$ cat src/pkg/jps_pkg.sv
// Shared constants and types of the jog and preset speed selector.
package jps_pkg;

    // Widths of the digital inputs, function codes and speed words.
    localparam int unsigned DI_COUNT = 6;
    localparam int unsigned CODE_W = 8;
    localparam int unsigned MODE_W = 8;
    localparam int unsigned SPEED_W = 16;
    localparam int unsigned DIGIT_COUNT = 4;
    localparam int unsigned DIGIT_W = 2;

    // Input function codes; zero leaves an input without any function.
    localparam logic [7:0] FN_DISABLED = 8'h00;
    localparam logic [7:0] FN_EMERGENCY_STOP = 8'h15;
    localparam logic [7:0] FN_REVERSE_LIMIT = 8'h16;
    localparam logic [7:0] FN_FORWARD_LIMIT = 8'h17;
    localparam logic [7:0] FN_SERVO_ENABLE = 8'h65;
    localparam logic [7:0] FN_ALARM_CLEAR = 8'h66;
    localparam logic [7:0] FN_TORQUE_LIMIT = 8'h6D;
    localparam logic [7:0] FN_SPEED_SEL0 = 8'h72;
    localparam logic [7:0] FN_SPEED_SEL1 = 8'h73;

    // Factory functions of inputs four to six.
    localparam logic [7:0] INPUT4_DEFAULT_CODE = FN_REVERSE_LIMIT;
    localparam logic [7:0] INPUT5_DEFAULT_CODE = FN_FORWARD_LIMIT;
    localparam logic [7:0] INPUT6_DEFAULT_CODE = FN_EMERGENCY_STOP;

    // Operating mode value that selects speed control.
    localparam logic [7:0] MODE_SPEED_CONTROL = 8'h04;
    localparam logic [7:0] MODE_RESET_VALUE = 8'h00;

    // Speed figures in rpm.
    localparam logic signed [15:0] PRESET_LIMIT_RPM = 16'sh1388;
    localparam logic [15:0] JOG_DEFAULT_RPM = 16'h0014;
    localparam logic [15:0] JOG_MAX_RPM = 16'h1388;

    // Operating states of the command selector.
    typedef enum logic [1:0] {
        ST_IDLE = 2'b00,
        ST_JOG_EDIT = 2'b01,
        ST_JOG_RUN = 2'b10
    } jps_state_type;

endpackage

$ cat src/pkg/jps_di_if.sv
`timescale 1ns/1ps
`default_nettype none
// Decoded digital input functions passed from the decoder to the top.
interface jps_di_if;
    logic servo_enable_input;
    logic torque_limit_enable;
    logic speed_select_bit0;
    logic speed_select_bit1;
    logic alarm_clear_input;
    logic emergency_stop_input;
    logic estop_assigned;
    logic reverse_limit_input;
    logic rev_assigned;
    logic forward_limit_input;
    logic fwd_assigned;

    modport src (
        output servo_enable_input, torque_limit_enable,
        output speed_select_bit0, speed_select_bit1, alarm_clear_input,
        output emergency_stop_input, estop_assigned,
        output reverse_limit_input, rev_assigned,
        output forward_limit_input, fwd_assigned
    );
    modport dst (
        input servo_enable_input, torque_limit_enable,
        input speed_select_bit0, speed_select_bit1, alarm_clear_input,
        input emergency_stop_input, estop_assigned,
        input reverse_limit_input, rev_assigned,
        input forward_limit_input, fwd_assigned
    );
endinterface
`default_nettype wire

$ cat src/verilog/jps_di_decode.sv
`timescale 1ns/1ps
`default_nettype none
// Maps each synchronised input level onto the function its code assigns.
module jps_di_decode #(
    parameter int unsigned N = jps_pkg::DI_COUNT
) (
    // Synchronised input levels, one means ON.
    input wire logic [N-1:0] level_i,
    // Function code of each input.
    input wire logic [N-1:0][7:0] code_i,
    // Decoded functions.
    jps_di_if.src di
);

    // Per-input comparison with one function code.
    function automatic logic [N-1:0] hits(
        input logic [N-1:0][7:0] codes,
        input logic [7:0] fn
    );
        logic [N-1:0] h;
        h = '0;
        for (int i = 0; i < N; i++) begin
            h[i] = (codes[i] == fn);
        end
        return h;
    endfunction

    // Which inputs carry each function.
    wire [N-1:0] son_m = hits(code_i, jps_pkg::FN_SERVO_ENABLE);
    wire [N-1:0] trq_m = hits(code_i, jps_pkg::FN_TORQUE_LIMIT);
    wire [N-1:0] s0_m = hits(code_i, jps_pkg::FN_SPEED_SEL0);
    wire [N-1:0] s1_m = hits(code_i, jps_pkg::FN_SPEED_SEL1);
    wire [N-1:0] clr_m = hits(code_i, jps_pkg::FN_ALARM_CLEAR);
    wire [N-1:0] est_m = hits(code_i, jps_pkg::FN_EMERGENCY_STOP);
    wire [N-1:0] rev_m = hits(code_i, jps_pkg::FN_REVERSE_LIMIT);
    wire [N-1:0] fwd_m = hits(code_i, jps_pkg::FN_FORWARD_LIMIT);

    // A code of zero matches no function, so the input has none.
    assign di.servo_enable_input = |(son_m & level_i);
    assign di.torque_limit_enable = |(trq_m & level_i);
    assign di.speed_select_bit0 = |(s0_m & level_i);
    assign di.speed_select_bit1 = |(s1_m & level_i);
    assign di.alarm_clear_input = |(clr_m & level_i);
    assign di.emergency_stop_input = |(est_m & level_i);
    assign di.estop_assigned = |est_m;
    assign di.reverse_limit_input = |(rev_m & level_i);
    assign di.rev_assigned = |rev_m;
    assign di.forward_limit_input = |(fwd_m & level_i);
    assign di.fwd_assigned = |fwd_m;

endmodule // jps_di_decode
`default_nettype wire

$ cat src/verilog/jps_jog_and_preset_speed_select.sv
`timescale 1ns/1ps
`default_nettype none
module jps_jog_and_preset_speed_select #(
    parameter int unsigned N = jps_pkg::DI_COUNT,
    parameter int unsigned W = jps_pkg::SPEED_W
) (
    // Clock and synchronous reset; reset stands for a power restart.
    input wire logic clk_i,
    input wire logic srst_i,
    // Keypad keys, high while pressed.
    input wire logic jog_key_i,
    input wire logic mode_key_i,
    input wire logic up_key_i,
    input wire logic down_key_i,
    input wire logic shift_key_i,
    input wire logic set_key_i,
    // Digital input pins, bit zero is input one.
    input wire logic [N-1:0] digital_input_i,
    // Function codes of the six inputs.
    input wire logic [7:0] input1_function_code_i,
    input wire logic [7:0] input2_function_code_i,
    input wire logic [7:0] input3_function_code_i,
    input wire logic [7:0] input4_function_code_i,
    input wire logic [7:0] input5_function_code_i,
    input wire logic [7:0] input6_function_code_i,
    // Operating mode setting and speed presets in rpm.
    input wire logic [7:0] operating_mode_setting_i,
    input wire logic signed [W-1:0] speed_preset_one_i,
    input wire logic signed [W-1:0] speed_preset_two_i,
    input wire logic signed [W-1:0] speed_preset_three_i,
    // Drive controls towards the speed loop.
    output logic servo_enable_o,
    output logic torque_limit_enable_o,
    output logic signed [W-1:0] speed_cmd_o,
    // Jog status.
    output logic jog_mode_o,
    output logic jog_run_o,
    output logic [W-1:0] jog_edit_value_o,
    output logic [1:0] jog_edit_digit_o,
    output logic [W-1:0] jog_speed_o,
    // Alarms and mode status.
    output logic emergency_stop_alarm_o,
    output logic reverse_limit_alarm_o,
    output logic forward_limit_alarm_o,
    output logic [7:0] active_mode_o,
    output logic speed_control_mode_o
);

    localparam int unsigned PW = N + 6;

    // Clamp of a preset to the allowed speed range.
    function automatic logic signed [W-1:0] clamp(
        input logic signed [W-1:0] v
    );
        if (v > jps_pkg::PRESET_LIMIT_RPM) begin
            clamp = jps_pkg::PRESET_LIMIT_RPM;
        end else if (v < -jps_pkg::PRESET_LIMIT_RPM) begin
            clamp = -jps_pkg::PRESET_LIMIT_RPM;
        end else begin
            clamp = v;
        end
    endfunction

    // Pins gathered for the two-stage synchroniser.
    wire [PW-1:0] pins_raw = {set_key_i, shift_key_i, down_key_i,
                              up_key_i, mode_key_i, jog_key_i,
                              digital_input_i};
    logic [PW-1:0] sync1_q;
    logic [PW-1:0] sync2_q;
    logic [PW-1:0] prev_q;
    logic [1:0] warm_q;

    // Two flip-flops before use, and a third stage for edge detection.
    always_ff @(posedge clk_i) begin
        if (srst_i) begin
            sync1_q <= '0;
            sync2_q <= '0;
            prev_q <= '0;
            warm_q <= 2'h0;
        end else begin
            sync1_q <= pins_raw;
            sync2_q <= sync1_q;
            prev_q <= sync2_q;
            warm_q <= {warm_q[0], 1'b1}; // Fills as sync2_q does.
        end
    end

    // Synchronised levels and press edges; a level of one is ON.
    wire [PW-1:0] press = sync2_q & ~prev_q;
    wire [N-1:0] di_level = sync2_q[N-1:0];
    wire jog_press = press[N];
    wire mode_press = press[N+1];
    wire up_press = press[N+2];
    wire down_press = press[N+3];
    wire shift_press = press[N+4];
    wire set_press = press[N+5];
    wire up_held = sync2_q[N+2];
    wire down_held = sync2_q[N+3];

    // Function decoding of the digital inputs.
    jps_di_if di_bus ();
    wire [N-1:0][7:0] codes = {input6_function_code_i,
                               input5_function_code_i,
                               input4_function_code_i,
                               input3_function_code_i,
                               input2_function_code_i,
                               input1_function_code_i};

    jps_di_decode #(
        .N(N)
    ) u_decode (
        .level_i(di_level),
        .code_i(codes),
        .di(di_bus.src)
    );

    // Operating mode capture after a restart.
    logic mode_load_q;
    logic [7:0] active_mode_q;

    // The setting is sampled once after reset release, never later.
    always_ff @(posedge clk_i) begin
        if (srst_i) begin
            mode_load_q <= 1'b1;
            active_mode_q <= jps_pkg::MODE_RESET_VALUE;
        end else begin
            mode_load_q <= 1'b0;
            if (mode_load_q) begin
                active_mode_q <= operating_mode_setting_i;
            end
        end
    end

    wire speed_mode = (active_mode_q == jps_pkg::MODE_SPEED_CONTROL);

    // Assigned input reads OFF; reset zeros in sync2_q are not pin levels.
    wire est_set = warm_q[1] & di_bus.estop_assigned &
                   ~di_bus.emergency_stop_input;
    wire rev_set = warm_q[1] & di_bus.rev_assigned &
                   ~di_bus.reverse_limit_input;
    wire fwd_set = warm_q[1] & di_bus.fwd_assigned &
                   ~di_bus.forward_limit_input;
    wire alarm_clr = di_bus.alarm_clear_input;

    // Sticky alarms; a new event wins over a clear in the same cycle.
    wire est_d = est_set | (emergency_stop_alarm_o & ~alarm_clr);
    wire rev_d = rev_set | (reverse_limit_alarm_o & ~alarm_clr);
    wire fwd_d = fwd_set | (forward_limit_alarm_o & ~alarm_clr);

    // Alarm registers; reset (restart) clears them all.
    always_ff @(posedge clk_i) begin
        if (srst_i) begin
            emergency_stop_alarm_o <= 1'b0;
            reverse_limit_alarm_o <= 1'b0;
            forward_limit_alarm_o <= 1'b0;
        end else begin
            emergency_stop_alarm_o <= est_d;
            reverse_limit_alarm_o <= rev_d;
            forward_limit_alarm_o <= fwd_d;
        end
    end

    // Jog state machine.
    jps_pkg::jps_state_type state_q;
    jps_pkg::jps_state_type state_d;

    // Limit alarms are deliberately absent from these conditions.
    always_comb begin
        state_d = state_q;
        unique case (state_q)
            jps_pkg::ST_IDLE: begin
                if (jog_press && !emergency_stop_alarm_o) begin
                    state_d = jps_pkg::ST_JOG_EDIT;
                end
            end
            jps_pkg::ST_JOG_EDIT: begin
                if (emergency_stop_alarm_o) begin
                    state_d = jps_pkg::ST_IDLE;
                end else if (mode_press) begin
                    state_d = jps_pkg::ST_IDLE;
                end else if (set_press) begin
                    state_d = jps_pkg::ST_JOG_RUN;
                end
            end
            jps_pkg::ST_JOG_RUN: begin
                if (emergency_stop_alarm_o) begin
                    state_d = jps_pkg::ST_IDLE;
                end else if (mode_press) begin
                    state_d = jps_pkg::ST_IDLE;
                end else if (shift_press) begin
                    state_d = jps_pkg::ST_JOG_EDIT;
                end
            end
            default: begin
                state_d = jps_pkg::ST_IDLE;
            end
        endcase
    end

    // State register.
    always_ff @(posedge clk_i) begin
        if (srst_i) begin
            state_q <= jps_pkg::ST_IDLE;
        end else begin
            state_q <= state_d;
        end
    end

    // Decoded states.
    wire in_edit = (state_q == jps_pkg::ST_JOG_EDIT);
    wire in_run = (state_q == jps_pkg::ST_JOG_RUN);
    wire in_jog = in_edit | in_run;

    // Jog speed editor; keys edit only while the value is shown.
    jps_jog_edit #(
        .W(W)
    ) u_edit (
        .clk_i(clk_i),
        .srst_i(srst_i),
        .up_i(up_press & in_edit),
        .down_i(down_press & in_edit),
        .shift_i(shift_press & in_edit),
        .set_i(set_press & in_edit),
        .edit_value_o(jog_edit_value_o),
        .digit_o(jog_edit_digit_o),
        .jog_speed_o(jog_speed_o)
    );

    // Jog command: one key held gives motion, none or both stop.
    wire signed [W-1:0] jog_pos = $signed(jog_speed_o);
    wire signed [W-1:0] jog_neg = -$signed(jog_speed_o);
    wire run_ccw = in_run & up_held & ~down_held;
    wire run_cw = in_run & down_held & ~up_held;
    wire signed [W-1:0] jog_cmd = run_ccw ? jog_pos :
                                  run_cw ? jog_neg :
                                  '0;

    // Preset selection from the two select bits, high then low.
    wire [1:0] sel = {di_bus.speed_select_bit1, di_bus.speed_select_bit0};
    wire signed [W-1:0] preset_one = clamp(speed_preset_one_i);
    wire signed [W-1:0] preset_two = clamp(speed_preset_two_i);
    wire signed [W-1:0] preset_three = clamp(speed_preset_three_i);
    wire signed [W-1:0] preset_cmd = (sel == 2'h1) ? preset_one :
                                     (sel == 2'h2) ? preset_two :
                                     (sel == 2'h3) ? preset_three :
                                     '0;

    // Speed command needs speed mode, the enable input and no alarm; servo enable needs the same but ignores the limit alarms.
    wire any_alarm = emergency_stop_alarm_o | reverse_limit_alarm_o |
                     forward_limit_alarm_o;
    wire speed_run = speed_mode & ~in_jog &
                     di_bus.servo_enable_input & ~any_alarm;
    wire speed_enable = speed_mode & ~in_jog &
                        di_bus.servo_enable_input &
                        ~emergency_stop_alarm_o;

    // Positive command turns CCW, negative CW, applied at once.
    wire signed [W-1:0] cmd_d = in_jog ? jog_cmd :
                                speed_run ? preset_cmd :
                                '0;

    // Registered drive outputs.
    always_ff @(posedge clk_i) begin
        if (srst_i) begin
            servo_enable_o <= 1'b0;
            torque_limit_enable_o <= 1'b0;
            speed_cmd_o <= '0;
            jog_mode_o <= 1'b0;
            jog_run_o <= 1'b0;
        end else begin
            servo_enable_o <= (state_d != jps_pkg::ST_IDLE) |
                              speed_enable;
            torque_limit_enable_o <= speed_enable &
                                     di_bus.torque_limit_enable;
            speed_cmd_o <= cmd_d;
            jog_mode_o <= (state_d != jps_pkg::ST_IDLE);
            jog_run_o <= (state_d == jps_pkg::ST_JOG_RUN);
        end
    end

    // Registered mode status.
    always_ff @(posedge clk_i) begin
        if (srst_i) begin
            active_mode_o <= jps_pkg::MODE_RESET_VALUE;
            speed_control_mode_o <= 1'b0;
        end else begin
            active_mode_o <= active_mode_q;
            speed_control_mode_o <= speed_mode;
        end
    end

endmodule // jps_jog_and_preset_speed_select
`default_nettype wire

$ cat src/verilog/jps_jog_edit.sv
`timescale 1ns/1ps
`default_nettype none
// Digit-wise editor of the jog speed with a separate committed value.
module jps_jog_edit #(
    parameter int unsigned W = jps_pkg::SPEED_W,
    parameter logic [15:0] MAX_RPM = jps_pkg::JOG_MAX_RPM
) (
    // Clock and reset.
    input wire logic clk_i,
    input wire logic srst_i,
    // One-cycle key pulses, valid only while editing.
    input wire logic up_i,
    input wire logic down_i,
    input wire logic shift_i,
    input wire logic set_i,
    // Edited value, digit under edit and committed jog speed.
    output logic [W-1:0] edit_value_o,
    output logic [1:0] digit_o,
    output logic [W-1:0] jog_speed_o
);

    // Weight of the decimal digit under edit.
    function automatic logic [W-1:0] step_of(input logic [1:0] pos);
        case (pos)
            2'h0: step_of = W'(1);
            2'h1: step_of = W'(10);
            2'h2: step_of = W'(100);
            default: step_of = W'(1000);
        endcase
    endfunction

    // Saturating increment and decrement of the edited value.
    wire [W-1:0] step = step_of(digit_o);
    wire [W-1:0] room = W'(MAX_RPM) - edit_value_o;
    wire [W-1:0] inc_v = (room < step) ? W'(MAX_RPM) : edit_value_o + step;
    wire [W-1:0] dec_v = (edit_value_o < step) ? '0 : edit_value_o - step;

    // Edit, digit shift and commit.
    always_ff @(posedge clk_i) begin
        if (srst_i) begin
            edit_value_o <= jps_pkg::JOG_DEFAULT_RPM;
            digit_o <= 2'h0;
            jog_speed_o <= jps_pkg::JOG_DEFAULT_RPM;
        end else begin
            if (up_i) begin
                edit_value_o <= inc_v;
            end else if (down_i) begin
                edit_value_o <= dec_v;
            end
            if (shift_i) begin
                digit_o <= digit_o + 2'h1;
            end
            if (set_i) begin
                jog_speed_o <= edit_value_o;
            end
        end
    end

endmodule // jps_jog_edit
`default_nettype wire
$ cat config.mk
export PLATFORM = sky130hd
export DESIGN_NAME = jps_jog_and_preset_speed_select
export DESIGN_NICKNAME = d
export VERILOG_FILES = /design/src/pkg/jps_pkg.sv /design/src/pkg/jps_di_if.sv /design/src/verilog/jps_di_decode.sv /design/src/verilog/jps_jog_and_preset_speed_select.sv /design/src/verilog/jps_jog_edit.sv
export SDC_FILE = /design/constraint.sdc
export NUM_CORES = 1
export LEC_CHECK = 0
export BUFFER_PORTS_ARGS = -buffer_cell sky130_fd_sc_hd__buf_2
export CORE_UTILIZATION = 25
export CTS_CLUSTER_DIAMETER = 80
export DETAILED_ROUTE_END_ITERATION = 12
export PLACE_DENSITY = 0.44
export SLEW_MARGIN = 20
export SYNTH_ARGS = -nofsm -noshare
export SYNTH_HDL_FRONTEND = slang
export SYNTH_SLANG_ARGS = --single-unit
$ cat constraint.sdc
create_clock -name clk_i -period 8.5 [get_ports clk_i]
set_input_delay 0.425 -clock clk_i [delete_from_list [all_inputs] [get_ports clk_i]]
set_output_delay 0.425 -clock clk_i [all_outputs]
set_load 0.02 [all_outputs]
==> flow_summary.yaml <==
timing:
  slew_violations: 0
  relSlewSlack: 0.309
  clock_skew_ns: 0.0144
  rsz0062_at_grt: "no"
  setup_viol: 0
  hold_viol: 0
  period_share: 0.464
  period_minus_slack_ns: 3.95
  worstMarginPinSlew_ns: 1.03
  fmax_ghz: 0.253
  setup_tns_ns: 0
setup_path:
  r2r-end: "u_edit.edit_value_o[4]"
  crit_chain: "ha_1, inv_1, nand2_1, ha_1, nor2_1, a221o_1, a32o_1, nor2_1, nor2_1, a221oi_1, o211ai_1"
  cp.depth: 11
  crit_type: "flip-flop to flip-flop"
  r2r-start: "u_edit.digit_o[0]"
  critical_path_buf_inv_count: 1
  crit_arrival_ns: 4.17
  critPathMostFrequentCell: "nor2_1"
  crit_fanout: 14
  slowest_delay_ns: 0.67
  worstRegToRegCells: 11
  cp_top_family: "simple AND/OR/NAND/NOR gates"
  start_kind: "flip-flop"
  worst_setup_path_end_kind: "flip-flop"
  cp.required_ns: 8.72
  regToRegSetupSlack_ns: 4.55
  cp_slowest_cell: "nor2_1"
pwr:
  power_density_mw_per_mm2: 127
  vdd_drop_max_mv: 0.0752
  leakagePower_nw: 3.50
cts:
  cts-root-buf: "clkbuf_16"
  clock_sink_count: 109
  cts_resized: 0
  clock_latency_ns: 0.37
  cts_hold_repair.buffers: 0
  tritoncts: "built"
  cts_made_buffers: 9
  post_cts_buffers: 0
  htreeDepth: 3
  clk_pin_slew_ns: 0.10
  clock_path_buffers: 2
outcome:
  outcome: "completed"
floorplan:
  dieArea_mm2: 0.0296
  io_pins: 184
  die_x_um: 172
  initial_core_util: 0.257
  placementRows: 61
  die_y_um: 172
  coreArea_mm2: 0.0281
grt:
  grt_pass1_vias: 6850
  grt.total_usage: 0.169
  grt_pass1_wl_mm: 38.8
  grt_max_degree: 56
  antenna_found_initial: 0
  globalRouteOverflowTotal: 0
run:
  max_cap_viol_count: 0
final_layout:
  fin_area_mm2: 0.00878
  n_antenna_cell: 0
  stdcell_count: 1480
  drive_gt1_frac: 0.199
  syn2layout_area_growth_pct: 21.6
  fin_nets: 1257
synth:
  syn_area_per_cell_um2: 7.63
  ys.warnings.count: 0
  synth_nets: 1107
  ys_seq_area_frac: 0.302
  syn_area_mm2: 0.00722
  syn_inst: 947
  ys.flop_type: "dfxtp_1"
  yosys_register_bits: 109
  ys_types: 76
  synthArstFlopShare: 0
  synth_edf_count: 0
detailed_routing:
  drc: 0
  dr.pass1.iters: 6
  top_layer: "met4"
  wl_per_cell_um: 17.5
  drtIter0Drc: 475
  wl_met1_mm: 12.5
  wl_met2_mm: 11.5
  wl_met3_mm: 1.35
  ant_nets: 0
  vias: 7457
  wl_mm: 25.9
  vias_per_cell: 5.04
hold_path:
  min_path_cells: 2
  min_to: "sync1_q[3]"
  min_from: "digital_input_i[3]"
  min_path_type: "primary input to flip-flop"
placed_design:
  dp_hpwl_mm: 20.5
  port_buffers: 183
  gp_congestion: 0.916
  dp.cells: 1464
  post_dp_cell_area_mm2: 0.00845
[metal layers]
metal,vias up,global-route usage
li1,3738,-
met1,3453,0.238
met2,239,0.267
met3,27,0.0231
met4,0,0.0504
met5,-,0
[logic make-up after synthesis]
| group | count (synthesis) | share of synthesized area |
|---|---|---|
| and+or+nand+nor | 413 | 0.292 |
| adders and majority gates | 42 | 0.0748 |
| xor gates and xnor gates | 27 | 0.0327 |
| AOI/OAI and AO/OA | 264 | 0.241 |
| buffers and inverters | 83 | 0.0442 |
| DFF | 109 | 0.302 |
| muxes | 9 | 0.0125 |
[worst max-delay path by stage]
stage | start | end | slack [ns]
6_report | u_edit.digit_o[0] | u_edit.edit_value_o[4] | 4.55
5_1_grt | u_edit.digit_o[0] | u_edit.edit_value_o[4] | 4.27
4_1_cts | u_edit.digit_o[0] | u_edit.edit_value_o[4] | 4.58
3_5_place_dp | u_edit.digit_o[0] | u_edit.edit_value_o[4] | 4.61
3_3_place_gp | u_edit.digit_o[0] | u_edit.edit_value_o[4] | 4.77
2_1_floorplan | u_edit.digit_o[0] | u_edit.edit_value_o[4] | 5.36
[cells in the mapped netlist, types with 6 or more instances]
library cell	instances	area share
inv_1	36	0.019
nor3_1	30	0.021
nor2b_1	57	0.049
ha_1	40	0.069
buf_2	6	0.0042
o22ai_1	23	0.020
a31oi_1	11	0.0095
o21ai_0	60	0.042
xor2_1	7	0.0085
nor2_1	103	0.054
a21oi_1	60	0.042
or3_1	8	0.0069
or4_1	11	0.011
nand2_1	100	0.052
mux2i_1	9	0.012
nand3_1	20	0.014
dfxtp_1	109	0.30
xnor2_1	20	0.024
nand2b_1	24	0.021
nand4b_1	6	0.0073
a221oi_1	7	0.0085
clkbuf_1	36	0.019
o31ai_1	14	0.015
nor4_1	12	0.010
o21ai_1	11	0.0076
a21o_1	7	0.0073
[final cells by class]
cell class,instances,area [µm²]
multi-input combinational,755,4730
inverter,37,139
sequential,109,2180
clock buffer,9,225
tap,378,473
fill,3137,19300
clock inverter,7,106
timing repair buffer,185,931
[state kept, by name, indices dropped and copies added (netlist names), 6 cells and up]
register	flops
prev_q	6
u_edit.edit_value_o	16
sync1_q	12
active_mode_q	8
speed_cmd_o	16
u_edit.jog_speed_o	16
active_mode_o	8
sync2_q	12
[stage by stage]
stage          hold WS [ns]  power, mW   util  setup WS [ns]
2_1_floorplan         0.414      0.601      -           5.36
3_3_place_gp          0.418      0.665  0.301           4.77
3_5_place_dp          0.426      0.663  0.301           4.61
4_1_cts               0.244       1.13  0.313           4.58
5_1_grt               0.247       1.16  0.313           4.27
6_report              0.261       1.11  0.313           4.55
[worst register-to-register path, cell delays in order (launching register included)]
cell and delay (ns):
dfxtp_1 0.36, ha_1 0.29, inv_1 0.24, nand2_1 0.14, ha_1 0.54, nor2_1 0.07, a221o_1 0.39, a32o_1 0.24
nor2_1 0.67, nor2_1 0.33, a221oi_1 0.41, o211ai_1 0.13
[layout by cell type, fill, tap and decap left out, drive strengths merged, types with 5 or more instances in the layout]
| cell | Yosys | routed |
|---|---|---|
| a21o | 7 | 7 |
| a21oi | 60 | 60 |
| a221oi | 7 | 7 |
| a31oi | 11 | 11 |
| buf | 10 | 185 |
| clkbuf | 36 | 9 |
| clkinv | 1 | 5 |
| dfxtp | 109 | 109 |
| ha | 40 | 40 |
| inv | 36 | 39 |
| mux2i | 9 | 9 |
| nand2 | 100 | 100 |
| nand2b | 24 | 24 |
| nand3 | 20 | 20 |
| nand3b | 5 | 5 |
| nand4 | 5 | 5 |
| nand4b | 6 | 6 |
| nor2 | 103 | 103 |
| nor2b | 57 | 57 |
| nor3 | 30 | 30 |
| nor3b | 5 | 5 |
| nor4 | 12 | 12 |
| nor4b | 5 | 5 |
| o2111ai | 5 | 5 |
| o211ai | 5 | 5 |
| o21ai | 71 | 71 |
| o221ai | 8 | 8 |
| o22ai | 23 | 23 |
| o31ai | 15 | 15 |
| or2 | 5 | 5 |
| or3 | 10 | 10 |
| or4 | 11 | 11 |
| or4b | 5 | 5 |
| xnor2 | 20 | 20 |
| xor2 | 7 | 7 |
[report_power, final]
part | switching (mW) | total [mW] | internal [mW] | leakage (nW)
Sequential | 0.00881 | 0.531 | 0.523 | 0.888
Combinational | 0.0710 | 0.120 | 0.0493 | 2.46
Clock | 0.241 | 0.460 | 0.219 | 0.158
Power figures use the tool's default switching activity.
